[src/fcs_regs.vh]
// register offsets, field positions and status layout of the floppy command and status block
`ifndef FCS_REGS_VH
`define FCS_REGS_VH
`define FCS_ADDR_W        2
`define FCS_OFF_CMD_STAT  2'h0
`define FCS_OFF_HOLD      2'h1
`define FCS_OFF_EXEC      2'h2
`define FCS_OFF_LIVE      2'h3
`define FCS_ST_NOT_READY  7
`define FCS_ST_PROTECT    6
`define FCS_ST_HEAD_FAULT 5
`define FCS_ST_MISSING    4
`define FCS_ST_CRC        3
`define FCS_ST_TRK0_LOST  2
`define FCS_ST_INDEX_REQ  1
`define FCS_ST_BUSY       0
`define FCS_EX_DONE       0
`define FCS_EX_MISSING    1
`define FCS_EX_CRC        2
`define FCS_EX_LOST       3
`define FCS_EX_DELETED    4
`define FCS_EX_WFAULT     5
`define FCS_EX_SEEK_ERR   6
`define FCS_EX_REQ_SET    7
`define FCS_FI_NR2R       0
`define FCS_FI_R2NR       1
`define FCS_FI_INDEX      2
`define FCS_FI_NOW        3
`define FCS_CMD_VERIFY    2
`define FCS_CMD_SETTLE    2
`define FCS_CMD_MARK      0
`define FCS_CMD_TUPD      4
`define FCS_STAT_RESET    8'h00
`endif

[src/fcs_floppy_command_status.v]
// command decode, acceptance and status reporting of a floppy disk controller
// What this block does
// - data commands sample ready; not ready skips execution and raises completion irq
// - positioning commands execute whatever the ready level
// - each data command refreshes the inner-track output
// - busy holds through execution; completion raises irq and clears busy
// - accepting a non force-interrupt command refreshes status bits and sets busy unless a data command finds the drive not ready
// - force-interrupt while executing leaves other status bits unchanged; busy clears only with no condition or immediate
// - force-interrupt while idle shows positioning-type status; ready or index conditions without immediate set busy
// - holding register read or write clears byte request and its status bit
// - status read clears the completion interrupt
// - positioning commands decoded from bit 7 low, bit 4 is track-update on steps
// - data commands decoded from upper bits; bit 2 settle, bit 0 mark type
// - 1101 in bits 7..4 is force-interrupt with four condition enables
// - conditions: ready rise, ready fall, index, immediate; zero means no irq
// - positioning bit 2 requests track verification on the destination track
// - status bit 7 is not ready ored with master reset
// - positioning status bit 1 inverted index, bit 2 inverted track zero, live
// - read sector status bit 5 reports deleted data mark
// - data status bit 4 flags record missing, cleared on refresh
// - status bit 3 flags crc error, id or data field by record missing
// - data status bit 2 flags lost data, cleared on refresh
// - data status bit 1 mirrors byte request
`include "fcs_regs.vh"
`default_nettype none
module fcs_floppy_command_status (
  // clock and reset
  input  wire        sys_clk_in,
  input  wire        reset_n_in,
  // register port
  input  wire [1:0]  reg_addr_in,
  input  wire [7:0]  reg_wdata_in,
  input  wire        reg_wr_in,
  input  wire        reg_rd_in,
  output reg  [7:0]  reg_rdata_out,
  // drive pins, asynchronous
  input  wire        master_reset_in,
  input  wire        drive_ready_in,
  input  wire        write_lock_in,
  input  wire        track_zero_in,
  input  wire        index_pulse_in,
  input  wire        head_engaged_in,
  input  wire        inner_zone_in,
  // controller outputs
  output reg         byte_request_out,
  output reg         completion_irq_out,
  output reg         busy_out,
  output reg         inner_track_out,
  output reg  [7:0]  command_out,
  output reg         command_start_out
);
  localparam ST_IDLE = 3'b001;
  localparam ST_EXEC = 3'b010;
  localparam ST_WAIT = 3'b100;
  localparam TY_POS  = 2'd0;
  localparam TY_RSEC = 2'd1;
  localparam TY_WR   = 2'd2;
  localparam TY_RD   = 2'd3;

  // command class from the upper nibble
  function [1:0] cmd_type;
    input [7:0] c;
    begin
      if (!c[7])
        cmd_type = TY_POS;
      else if (c[7:5] == 3'b100 || c[7:4] == 4'b1100 || c[7:4] == 4'b1110)
        cmd_type = TY_RD;
      else
        cmd_type = TY_WR;
    end
  endfunction

  reg [6:0] sync1_q;
  reg [6:0] sync2_q;
  reg       ready_prev_q;
  reg       index_prev_q;
  reg [2:0] state_q;
  reg [1:0] type_q;
  reg       read_sector_q;
  reg       track_cmd_q;
  reg [3:0] fi_cond_q;
  reg       irq_q;
  reg       req_q;
  reg       missing_q;
  reg       crc_q;
  reg       lost_q;
  reg       mark_q;
  reg       wfault_q;
  reg       seek_err_q;
  reg       protect_q;
  reg [7:0] holding_reg_q;
  reg [7:0] stat_d;

  wire mr_s    = sync2_q[0];
  wire ready_s = sync2_q[1];
  wire wlock_s = sync2_q[2];
  wire trk0_s  = sync2_q[3];
  wire index_s = sync2_q[4];
  wire head_s  = sync2_q[5];
  wire zone_s  = sync2_q[6];

  wire wr_cmd   = reg_wr_in && reg_addr_in == `FCS_OFF_CMD_STAT;
  wire wr_hold  = reg_wr_in && reg_addr_in == `FCS_OFF_HOLD;
  wire wr_exec  = reg_wr_in && reg_addr_in == `FCS_OFF_EXEC;
  wire rd_stat  = reg_rd_in && reg_addr_in == `FCS_OFF_CMD_STAT;
  wire rd_hold  = reg_rd_in && reg_addr_in == `FCS_OFF_HOLD;
  wire is_fi    = reg_wdata_in[7:4] == 4'b1101;
  wire [1:0] new_type = cmd_type(reg_wdata_in);
  wire busy     = state_q != ST_IDLE;
  wire done_ev  = wr_exec && reg_wdata_in[`FCS_EX_DONE] && state_q == ST_EXEC;
  wire cond_hit = (fi_cond_q[`FCS_FI_NR2R] && ready_s && !ready_prev_q) ||
                  (fi_cond_q[`FCS_FI_R2NR] && !ready_s && ready_prev_q) ||
                  (fi_cond_q[`FCS_FI_INDEX] && index_s && !index_prev_q);

  // two-flop synchronisers on all drive pins
  always @(posedge sys_clk_in) begin
    if (!reset_n_in) begin
      sync1_q <= 7'h00;
      sync2_q <= 7'h00;
      ready_prev_q <= 1'b0;
      index_prev_q <= 1'b0;
    end else begin
      sync1_q <= {inner_zone_in, head_engaged_in, index_pulse_in, track_zero_in,
                  write_lock_in, drive_ready_in, master_reset_in};
      sync2_q <= sync1_q;
      ready_prev_q <= ready_s;
      index_prev_q <= index_s;
    end
  end

  // status multiplexed by last accepted command type
  always @* begin
    stat_d = `FCS_STAT_RESET;
    stat_d[`FCS_ST_NOT_READY] = !ready_s || mr_s;
    stat_d[`FCS_ST_BUSY] = busy;
    stat_d[`FCS_ST_CRC] = crc_q;
    case (type_q)
      TY_POS: begin
        stat_d[`FCS_ST_PROTECT] = !wlock_s;
        stat_d[`FCS_ST_HEAD_FAULT] = head_s;
        stat_d[`FCS_ST_MISSING] = seek_err_q;
        stat_d[`FCS_ST_TRK0_LOST] = !trk0_s;
        stat_d[`FCS_ST_INDEX_REQ] = !index_s;
      end
      TY_WR: begin
        stat_d[`FCS_ST_PROTECT] = protect_q;
        stat_d[`FCS_ST_HEAD_FAULT] = wfault_q;
        // whole-track transfers have no record to miss
        stat_d[`FCS_ST_MISSING] = missing_q && !track_cmd_q;
        stat_d[`FCS_ST_TRK0_LOST] = lost_q;
        stat_d[`FCS_ST_INDEX_REQ] = req_q;
      end
      TY_RD: begin
        stat_d[`FCS_ST_HEAD_FAULT] = read_sector_q && mark_q;
        stat_d[`FCS_ST_MISSING] = missing_q && !track_cmd_q;
        stat_d[`FCS_ST_TRK0_LOST] = lost_q;
        stat_d[`FCS_ST_INDEX_REQ] = req_q;
      end
      default: stat_d[`FCS_ST_INDEX_REQ] = 1'b0;
    endcase
  end

  always @(posedge sys_clk_in) begin
    if (!reset_n_in) begin
      state_q <= ST_IDLE;
      type_q <= TY_POS;
      read_sector_q <= 1'b0;
      track_cmd_q <= 1'b0;
      fi_cond_q <= 4'h0;
      irq_q <= 1'b0;
      req_q <= 1'b0;
      missing_q <= 1'b0;
      crc_q <= 1'b0;
      lost_q <= 1'b0;
      mark_q <= 1'b0;
      wfault_q <= 1'b0;
      seek_err_q <= 1'b0;
      protect_q <= 1'b0;
      holding_reg_q <= 8'h00;
      inner_track_out <= 1'b0;
      command_out <= 8'h00;
      command_start_out <= 1'b0;
      reg_rdata_out <= 8'h00;
      byte_request_out <= 1'b0;
      completion_irq_out <= 1'b0;
      busy_out <= 1'b0;
    end else begin
      command_start_out <= 1'b0;
      if (rd_stat)
        irq_q <= 1'b0;
      if (rd_hold || wr_hold)
        req_q <= 1'b0;
      if (wr_hold)
        holding_reg_q <= reg_wdata_in;
      // execution engine reports, set wins over clear
      if (wr_exec && busy) begin
        if (reg_wdata_in[`FCS_EX_REQ_SET])
          req_q <= 1'b1;
        if (reg_wdata_in[`FCS_EX_MISSING])
          missing_q <= 1'b1;
        if (reg_wdata_in[`FCS_EX_CRC])
          crc_q <= 1'b1;
        if (reg_wdata_in[`FCS_EX_LOST])
          lost_q <= 1'b1;
        if (reg_wdata_in[`FCS_EX_DELETED])
          mark_q <= 1'b1;
        if (reg_wdata_in[`FCS_EX_WFAULT])
          wfault_q <= 1'b1;
        if (reg_wdata_in[`FCS_EX_SEEK_ERR])
          seek_err_q <= 1'b1;
      end
      if (wr_cmd && is_fi) begin
        fi_cond_q <= reg_wdata_in[3:0];
        state_q <= reg_wdata_in[3:0] == 4'h0 || reg_wdata_in[`FCS_FI_NOW] ? ST_IDLE : ST_WAIT;
        if (reg_wdata_in[`FCS_FI_NOW])
          irq_q <= 1'b1;
        if (state_q != ST_EXEC) begin
          type_q <= TY_POS;
          seek_err_q <= 1'b0;
          crc_q <= 1'b0;
        end
        // an executing command keeps its status; busy drops only with no condition or immediate
      end else if (wr_cmd && !busy) begin
        type_q <= new_type;
        read_sector_q <= reg_wdata_in[7:5] == 3'b100;
        track_cmd_q <= reg_wdata_in[7:5] == 3'b111;
        req_q <= 1'b0;
        missing_q <= 1'b0;
        crc_q <= 1'b0;
        lost_q <= 1'b0;
        mark_q <= 1'b0;
        wfault_q <= 1'b0;
        seek_err_q <= 1'b0;
        protect_q <= new_type == TY_WR && !wlock_s;
        command_out <= reg_wdata_in; // flags: verify, settle, mark, track update
        if (new_type == TY_POS) begin
          state_q <= ST_EXEC;
          command_start_out <= 1'b1;
        end else begin
          inner_track_out <= zone_s;
          if (!ready_s) begin
            state_q <= ST_IDLE;
            irq_q <= 1'b1;
          end else begin
            state_q <= ST_EXEC;
            command_start_out <= 1'b1;
          end
        end
      end else begin
        case (state_q)
          ST_IDLE: state_q <= ST_IDLE;
          ST_EXEC: if (done_ev) begin
            state_q <= ST_IDLE;
            irq_q <= 1'b1;
          end
          ST_WAIT: if (cond_hit) begin
            state_q <= ST_IDLE;
            irq_q <= 1'b1;
          end
          default: state_q <= ST_IDLE;
        endcase
      end
      if (reg_rd_in) begin
        case (reg_addr_in)
          `FCS_OFF_CMD_STAT: reg_rdata_out <= stat_d;
          `FCS_OFF_HOLD:     reg_rdata_out <= holding_reg_q;
          `FCS_OFF_LIVE:     reg_rdata_out <= command_out;
          default:           reg_rdata_out <= 8'h00;
        endcase
      end else
        reg_rdata_out <= 8'h00;
      byte_request_out <= req_q && !(rd_hold || wr_hold);
      completion_irq_out <= irq_q && !rd_stat;
      busy_out <= busy;
    end
  end
endmodule // fcs_floppy_command_status
`default_nettype wire

[config.mk]
export PLATFORM = sky130hd
export DESIGN_NAME = fcs_floppy_command_status
export DESIGN_NICKNAME = d
export VERILOG_FILES = /design/src/fcs_floppy_command_status.v
export VERILOG_INCLUDE_DIRS = /design/src
export SDC_FILE = /design/constraint.sdc
export NUM_CORES = 1
export LEC_CHECK = 0
export BUFFER_PORTS_ARGS = -buffer_cell sky130_fd_sc_hd__buf_2
export CORE_MARGIN = 2
export CORE_UTILIZATION = 29
export CTS_CLUSTER_DIAMETER = 120
export DETAILED_ROUTE_END_ITERATION = 12
export PLACE_DENSITY = 0.57
export SETUP_SLACK_MARGIN = 0.5
export SLEW_MARGIN = 20
export SYNTH_ARGS = -nofsm -noshare
export SYNTH_HDL_FRONTEND = slang
export SYNTH_SLANG_ARGS = --single-unit
export TNS_END_PERCENT = 50
[constraint.sdc]
create_clock -name sys_clk_in -period 2 [get_ports sys_clk_in]
set_input_delay 0.4 -clock sys_clk_in [delete_from_list [all_inputs] [get_ports sys_clk_in]]
set_output_delay 0.4 -clock sys_clk_in [all_outputs]
set_load 0.01 [all_outputs]
* After elaboration in Yosys (flattened, before gate mapping) *
Cells that the tools add are included.

word-level totals
  bits in registers = 64
  input port bits = 21

cells by class
  multiplexer cells = 60
  bitwise operators = 4
  reduce and logical (&&, ||, !) cells = 50
  equal/unequal tests = 18

operator list
  cell                                                   number
  two-way mux 1 bit                                      42
  case mux 8 bit (3 select lines)                        1
  logical AND 1 bit                                      21
  two-way mux 3 bit                                      5
  equality test 4 bit, second input constant             3
  two-way mux 2 bit                                      6
  equality test 2 bit, second input constant             5
  zero test 1 bit                                        10
  equality test 3 bit, second input constant             3
  case mux 1 bit (2 select lines)                        4
  AND reduction 2 bit                                    4
  logical OR 1 bit                                       7
  zero test 2 bit                                        3
  case mux 2 bit (3 select lines)                        1
  case mux 3 bit (2 select lines)                        1
  zero test 4 bit                                        1
  inequality test 4 x 2 -> 1 bit, second input constant  1
  inequality test 4 bit, second input constant           1
  inverter 1 bit                                         4
  equality test 3 x 2 -> 1 bit, second input constant    1
  inequality test 3 x 1 -> 1 bit, second input constant  1
  inequality test 3 x 2 -> 1 bit, second input constant  1
  AND reduction 3 bit                                    1
  OR reduction 3 bit                                     1
  other kinds (4)                                        4

* Depth between registers and ports, before layout *
  depth after elaboration = 9
  depth in mapped cells = 6

* Worst setup path after synthesis *
Ideal clock, no wire load.

  path kind = input -> register
  start point = input reg_addr_in[0]
  end point = register protect_q
  path slack = 428 ps
  stages on the path = 5
  required time = 1929 ps
  arrival time = 1501 ps
  cell sequence = buf_2 nor3b_4 nand3_2 or4b_1 a21oi_1

between the ends
  word-level cells in the longest chain between the ends = 5
  elaborated cells on any way between the ends = 6
  classes of those cells = bitwise (1); reduce/logical (5)

RTL lines
  item                             line                             RTL
  from (decl)                      fcs_floppy_command_status.v:31   input wire [1:0] reg_addr_in,
  zero test 2 bit *                -
  logical AND 1 bit (no line) *    -
  logical AND 1 bit                fcs_floppy_command_status.v:212  if (wr_cmd && is_fi) begin
  inverter 1 bit (no line)         -
  AND reduction 2 bit (no line) *  -
  to (signal assigned)             fcs_floppy_command_status.v:234  protect_q <= new_type == TY_WR && !wlock_s;
  to (decl)                        fcs_floppy_command_status.v:90   reg protect_q;

Mark *: on every way between the ends. The rest lies on a longest branch, timed or not.
A chain may end at the register's enable or synchronous reset.

* Worst setup path after layout *
  start point = register state_q[0]
  end point = register protect_q

between the ends
  word-level cells in the longest chain between the ends = 4

RTL lines
  item                            line                             RTL
  from (decl)                     fcs_floppy_command_status.v:77   reg [2:0] state_q;
  from (signal assigned)          fcs_floppy_command_status.v:214  state_q <= reg_wdata_in[3:0] == 4'h0 || reg_wdata_in[`FCS_FI_NOW] ? ST_IDLE : ST_WAIT;
  inequality test 3 x 1 -> 1 bit  fcs_floppy_command_status.v:109  wire busy = state_q != ST_IDLE;
  zero test 1 bit                 fcs_floppy_command_status.v:223  end else if (wr_cmd && !busy) begin
  logical AND 1 bit               fcs_floppy_command_status.v:223
  AND reduction 2 bit (no line)   -

No other way between the ends.

==> impl_metrics.yaml <==
critical_path:
  slowest_delay_ns: 0.47
  reg2reg_from: "state_q[0]"
  timing.critical_path.cells: "nor3b_4, nand3_2, or4b_1, a21oi_1"
  required_ns: 2.28
  crit_path_max_fanout: 4
  critPathLaunchType: "flip-flop"
  worst-path-buf-inv: 0
  worstSetupStartpoint: "state_q[0]"
  setup.worst_path.end_class: "flip-flop"
  cpMaxStageDelayCell: "or4b_1"
  path_class: "flip-flop to flip-flop"
  cp_data_arrival_time_ns: 1.69
  cp_top_family: "simple AND/OR/NAND/NOR gates"
power:
  p_per_area_nw_per_um2: 905
  leakagePower_nw: 1.29
  irDropWorstVdd_mv: 0.364
yosys:
  synth_edf_count: 0
  ys_seq_area_share_pct: 52.0
  synth_seq_cells: 64
  yosys.area.top_type: "dfxtp_1"
  ys_top_cells_by_count: "dfxtp_1 (64), nor2_1 (35), nand2_1 (27)"
  syn-num-nets: 283
  yosysTopAreaCellShare_pct: 52.0
  yosysWarnings: 0
  ys.flop_type: "dfxtp_1"
  synth.area.top_cells: "dfxtp_1 (52%), mux2i_1 (6.1%), nor2_1 (5.3%)"
  syn_avg_cell_area_um2: 9.41
  synth_cell_type_count: 42
  synthCells: 262
  netlist_area_um2: 2470
  async_reset_ff_share_pct: 0
  synth.most_common_cell: "dfxtp_1"
floorplanning:
  placementRows: 33
  coreArea_um2: 8220
  die_x_um: 96.2
  dieArea_um2: 9260
  ios: 42
  die_height_um: 96.2
  initial_core_util_pct: 30.0
detailed_routing:
  drt_pass1_iterations: 4
  drt_iter0_drc: 94
  vias: 1998
  post_drt_wl_per_cell_um: 14.7
  post-route-drc-count: 0
  wl_mm: 6.16
  drtAntennaViolNets: 0
  vias_per_cell: 4.76
global_routing:
  antenna_found_initial: 0
  grt_max_degree: 26
  overflow: 0
  grtUsageTotal_pct: 14.8
  grt_pass1_vias: 1884
  grt_pass1_wl_mm: 9.97
cells_and_area:
  postLayoutCoreUtil_pct: 36.9
  final_area_um2: 3040
  drive_gt1_share_pct: 24.4
  diodes: 0
  fin_nets: 331
  area_growth_pct: 23.1
clock_network:
  htree_num_levels: 3
  cts-root-buf: "clkbuf_8"
  cts_inserted_buffers: 9
  clk_pin_slew_ns: 0.07
  clk_latency_ns: 0.35
  clk_path_buf_depth: 2
  clock_sinks: 64
  ctsHoldBuffers: 0
  cts_tree: "done"
place:
  place_area_um2: 2800
  hpwl_mm: 4.40
  port_buffers: 41
  place_congestion: 0.888
timing:
  drv_slew: 0
  setup_tns_ns: 0
  period_needed_ns: 1.41
  clock.fmax_ghz: 0.707
  finalClockSkew_ns: 0.0106
  rsz0062_at_grt: "yes"
  slew_headroom_pct: 68.5
  period_share_pct: 70.7
  worst_pin_slew_ns: 0.469
  finalHoldViolCount: 0
  setup_viol: 0
hold_path:
  hold_class: "input port to flip-flop"
  hold_start: "track_zero_in"
flow_run:
  drv_cap: 0
outcome:
  status: "completed"
placed cells by master (no fill, tap or decap), types with 2 or more instances in the layout:
master     synthesis  final
nand3_1            2      2
nor3_1             3      3
a22oi_1            4      4
o211ai_1           4      4
inv_1              4      4
a21oi_1           20     20
a32o_1             2      2
nor3b_4            2      2
o21a_1             2      2
nand3b_1           4      4
bufinv_16          0      2
and2_1            19     19
a21boi_0           3      3
mux2i_1           15     15
buf_4              0     10
clkbuf_1           9      3
o221a_2            4      4
buf_2              5     41
clkbuf_8           0     10
o31ai_1            2      2
nor2b_1            3      3
nand2b_1           4      4
o21ai_0            4      4
nor2_1            35     35
dfxtp_1           64     63
nand2_1           27     27
o22ai_1            3      3
state kept, by name, summed over array words and instances, names as in the netlist, 2 cells and up:
register,flops
state_q,3
sync1_q,7
reg_rdata_out,8
holding_reg_q,8
fi_cond_q,3
sync2_q,7
command_out,8
type_q,2
path summary, 6_finish.rpt:
| path | endpoint | slack, ns | cells past startpoint |
|---|---|---|---|
| worst min-delay path | sync1_q[3] | 0.25 | 2 |
| worst min register to register | sync2_q[6] | 0.43 | 1 |
| worst max register to register | protect_q | 0.59 | 4 |
| worst max-delay path | protect_q | 0.59 | 4 |
layout make-up:
class,instances,area (µm²)
fillers,830,5180
flip-flops and latches,64,1280
multi-input cells,179,1110
repair buffers,51,280
clock buffers,13,149
well taps,105,131
clock inverters,3,65.1
inverters,5,18.8
timing repair:
| action | 4_1_cts | 5_1_grt |
|---|---|---|
| setup endpoints to repair | 15 | 16 |
| buffers inserted | 2 | 0 |
| gates resized for setup | 0 | 2 |
| pin swaps | 0 | 2 |
metal layers:
metal,GRT usage [%],share of wire [%],vias up
li1,-,-,1006
met1,18.8,48,930
met2,22.8,45,51
met3,5.25,5.1,11
met4,5.95,1.5,0
met5,0,0,-
cell families after synthesis:
group / after synthesis / share of synthesized area [%]
buf+inv: 19 / 3.15
mux: 16 / 6.54
compound gates: 54 / 15.0
flops: 64 / 52.0
simple gates: 109 / 23.4
power by group:
group / total, mW / internal (mW) / switching (mW) / leakage [nW]
clock network: 1.22 / 0.735 / 0.486 / 0.108
logic: 0.197 / 0.0809 / 0.117 / 0.664
registers: 1.33 / 1.31 / 0.0192 / 0.520
total: 2.75 / 2.13 / 0.622 / 1.29
through the flow:
stage                     total power [mW]  hold slack (ns)  std cells  setup slack (ns)
after floorplan                       1.47            0.412        262             0.443
after global placement                1.55            0.416        402             0.332
after detailed placement              1.55            0.420        402             0.310
after CTS                             2.79            0.238        420             0.522
after global routing                  2.86            0.250        420             0.482
final                                 2.75            0.253        420             0.586
(Power assumes the default switching activity.)
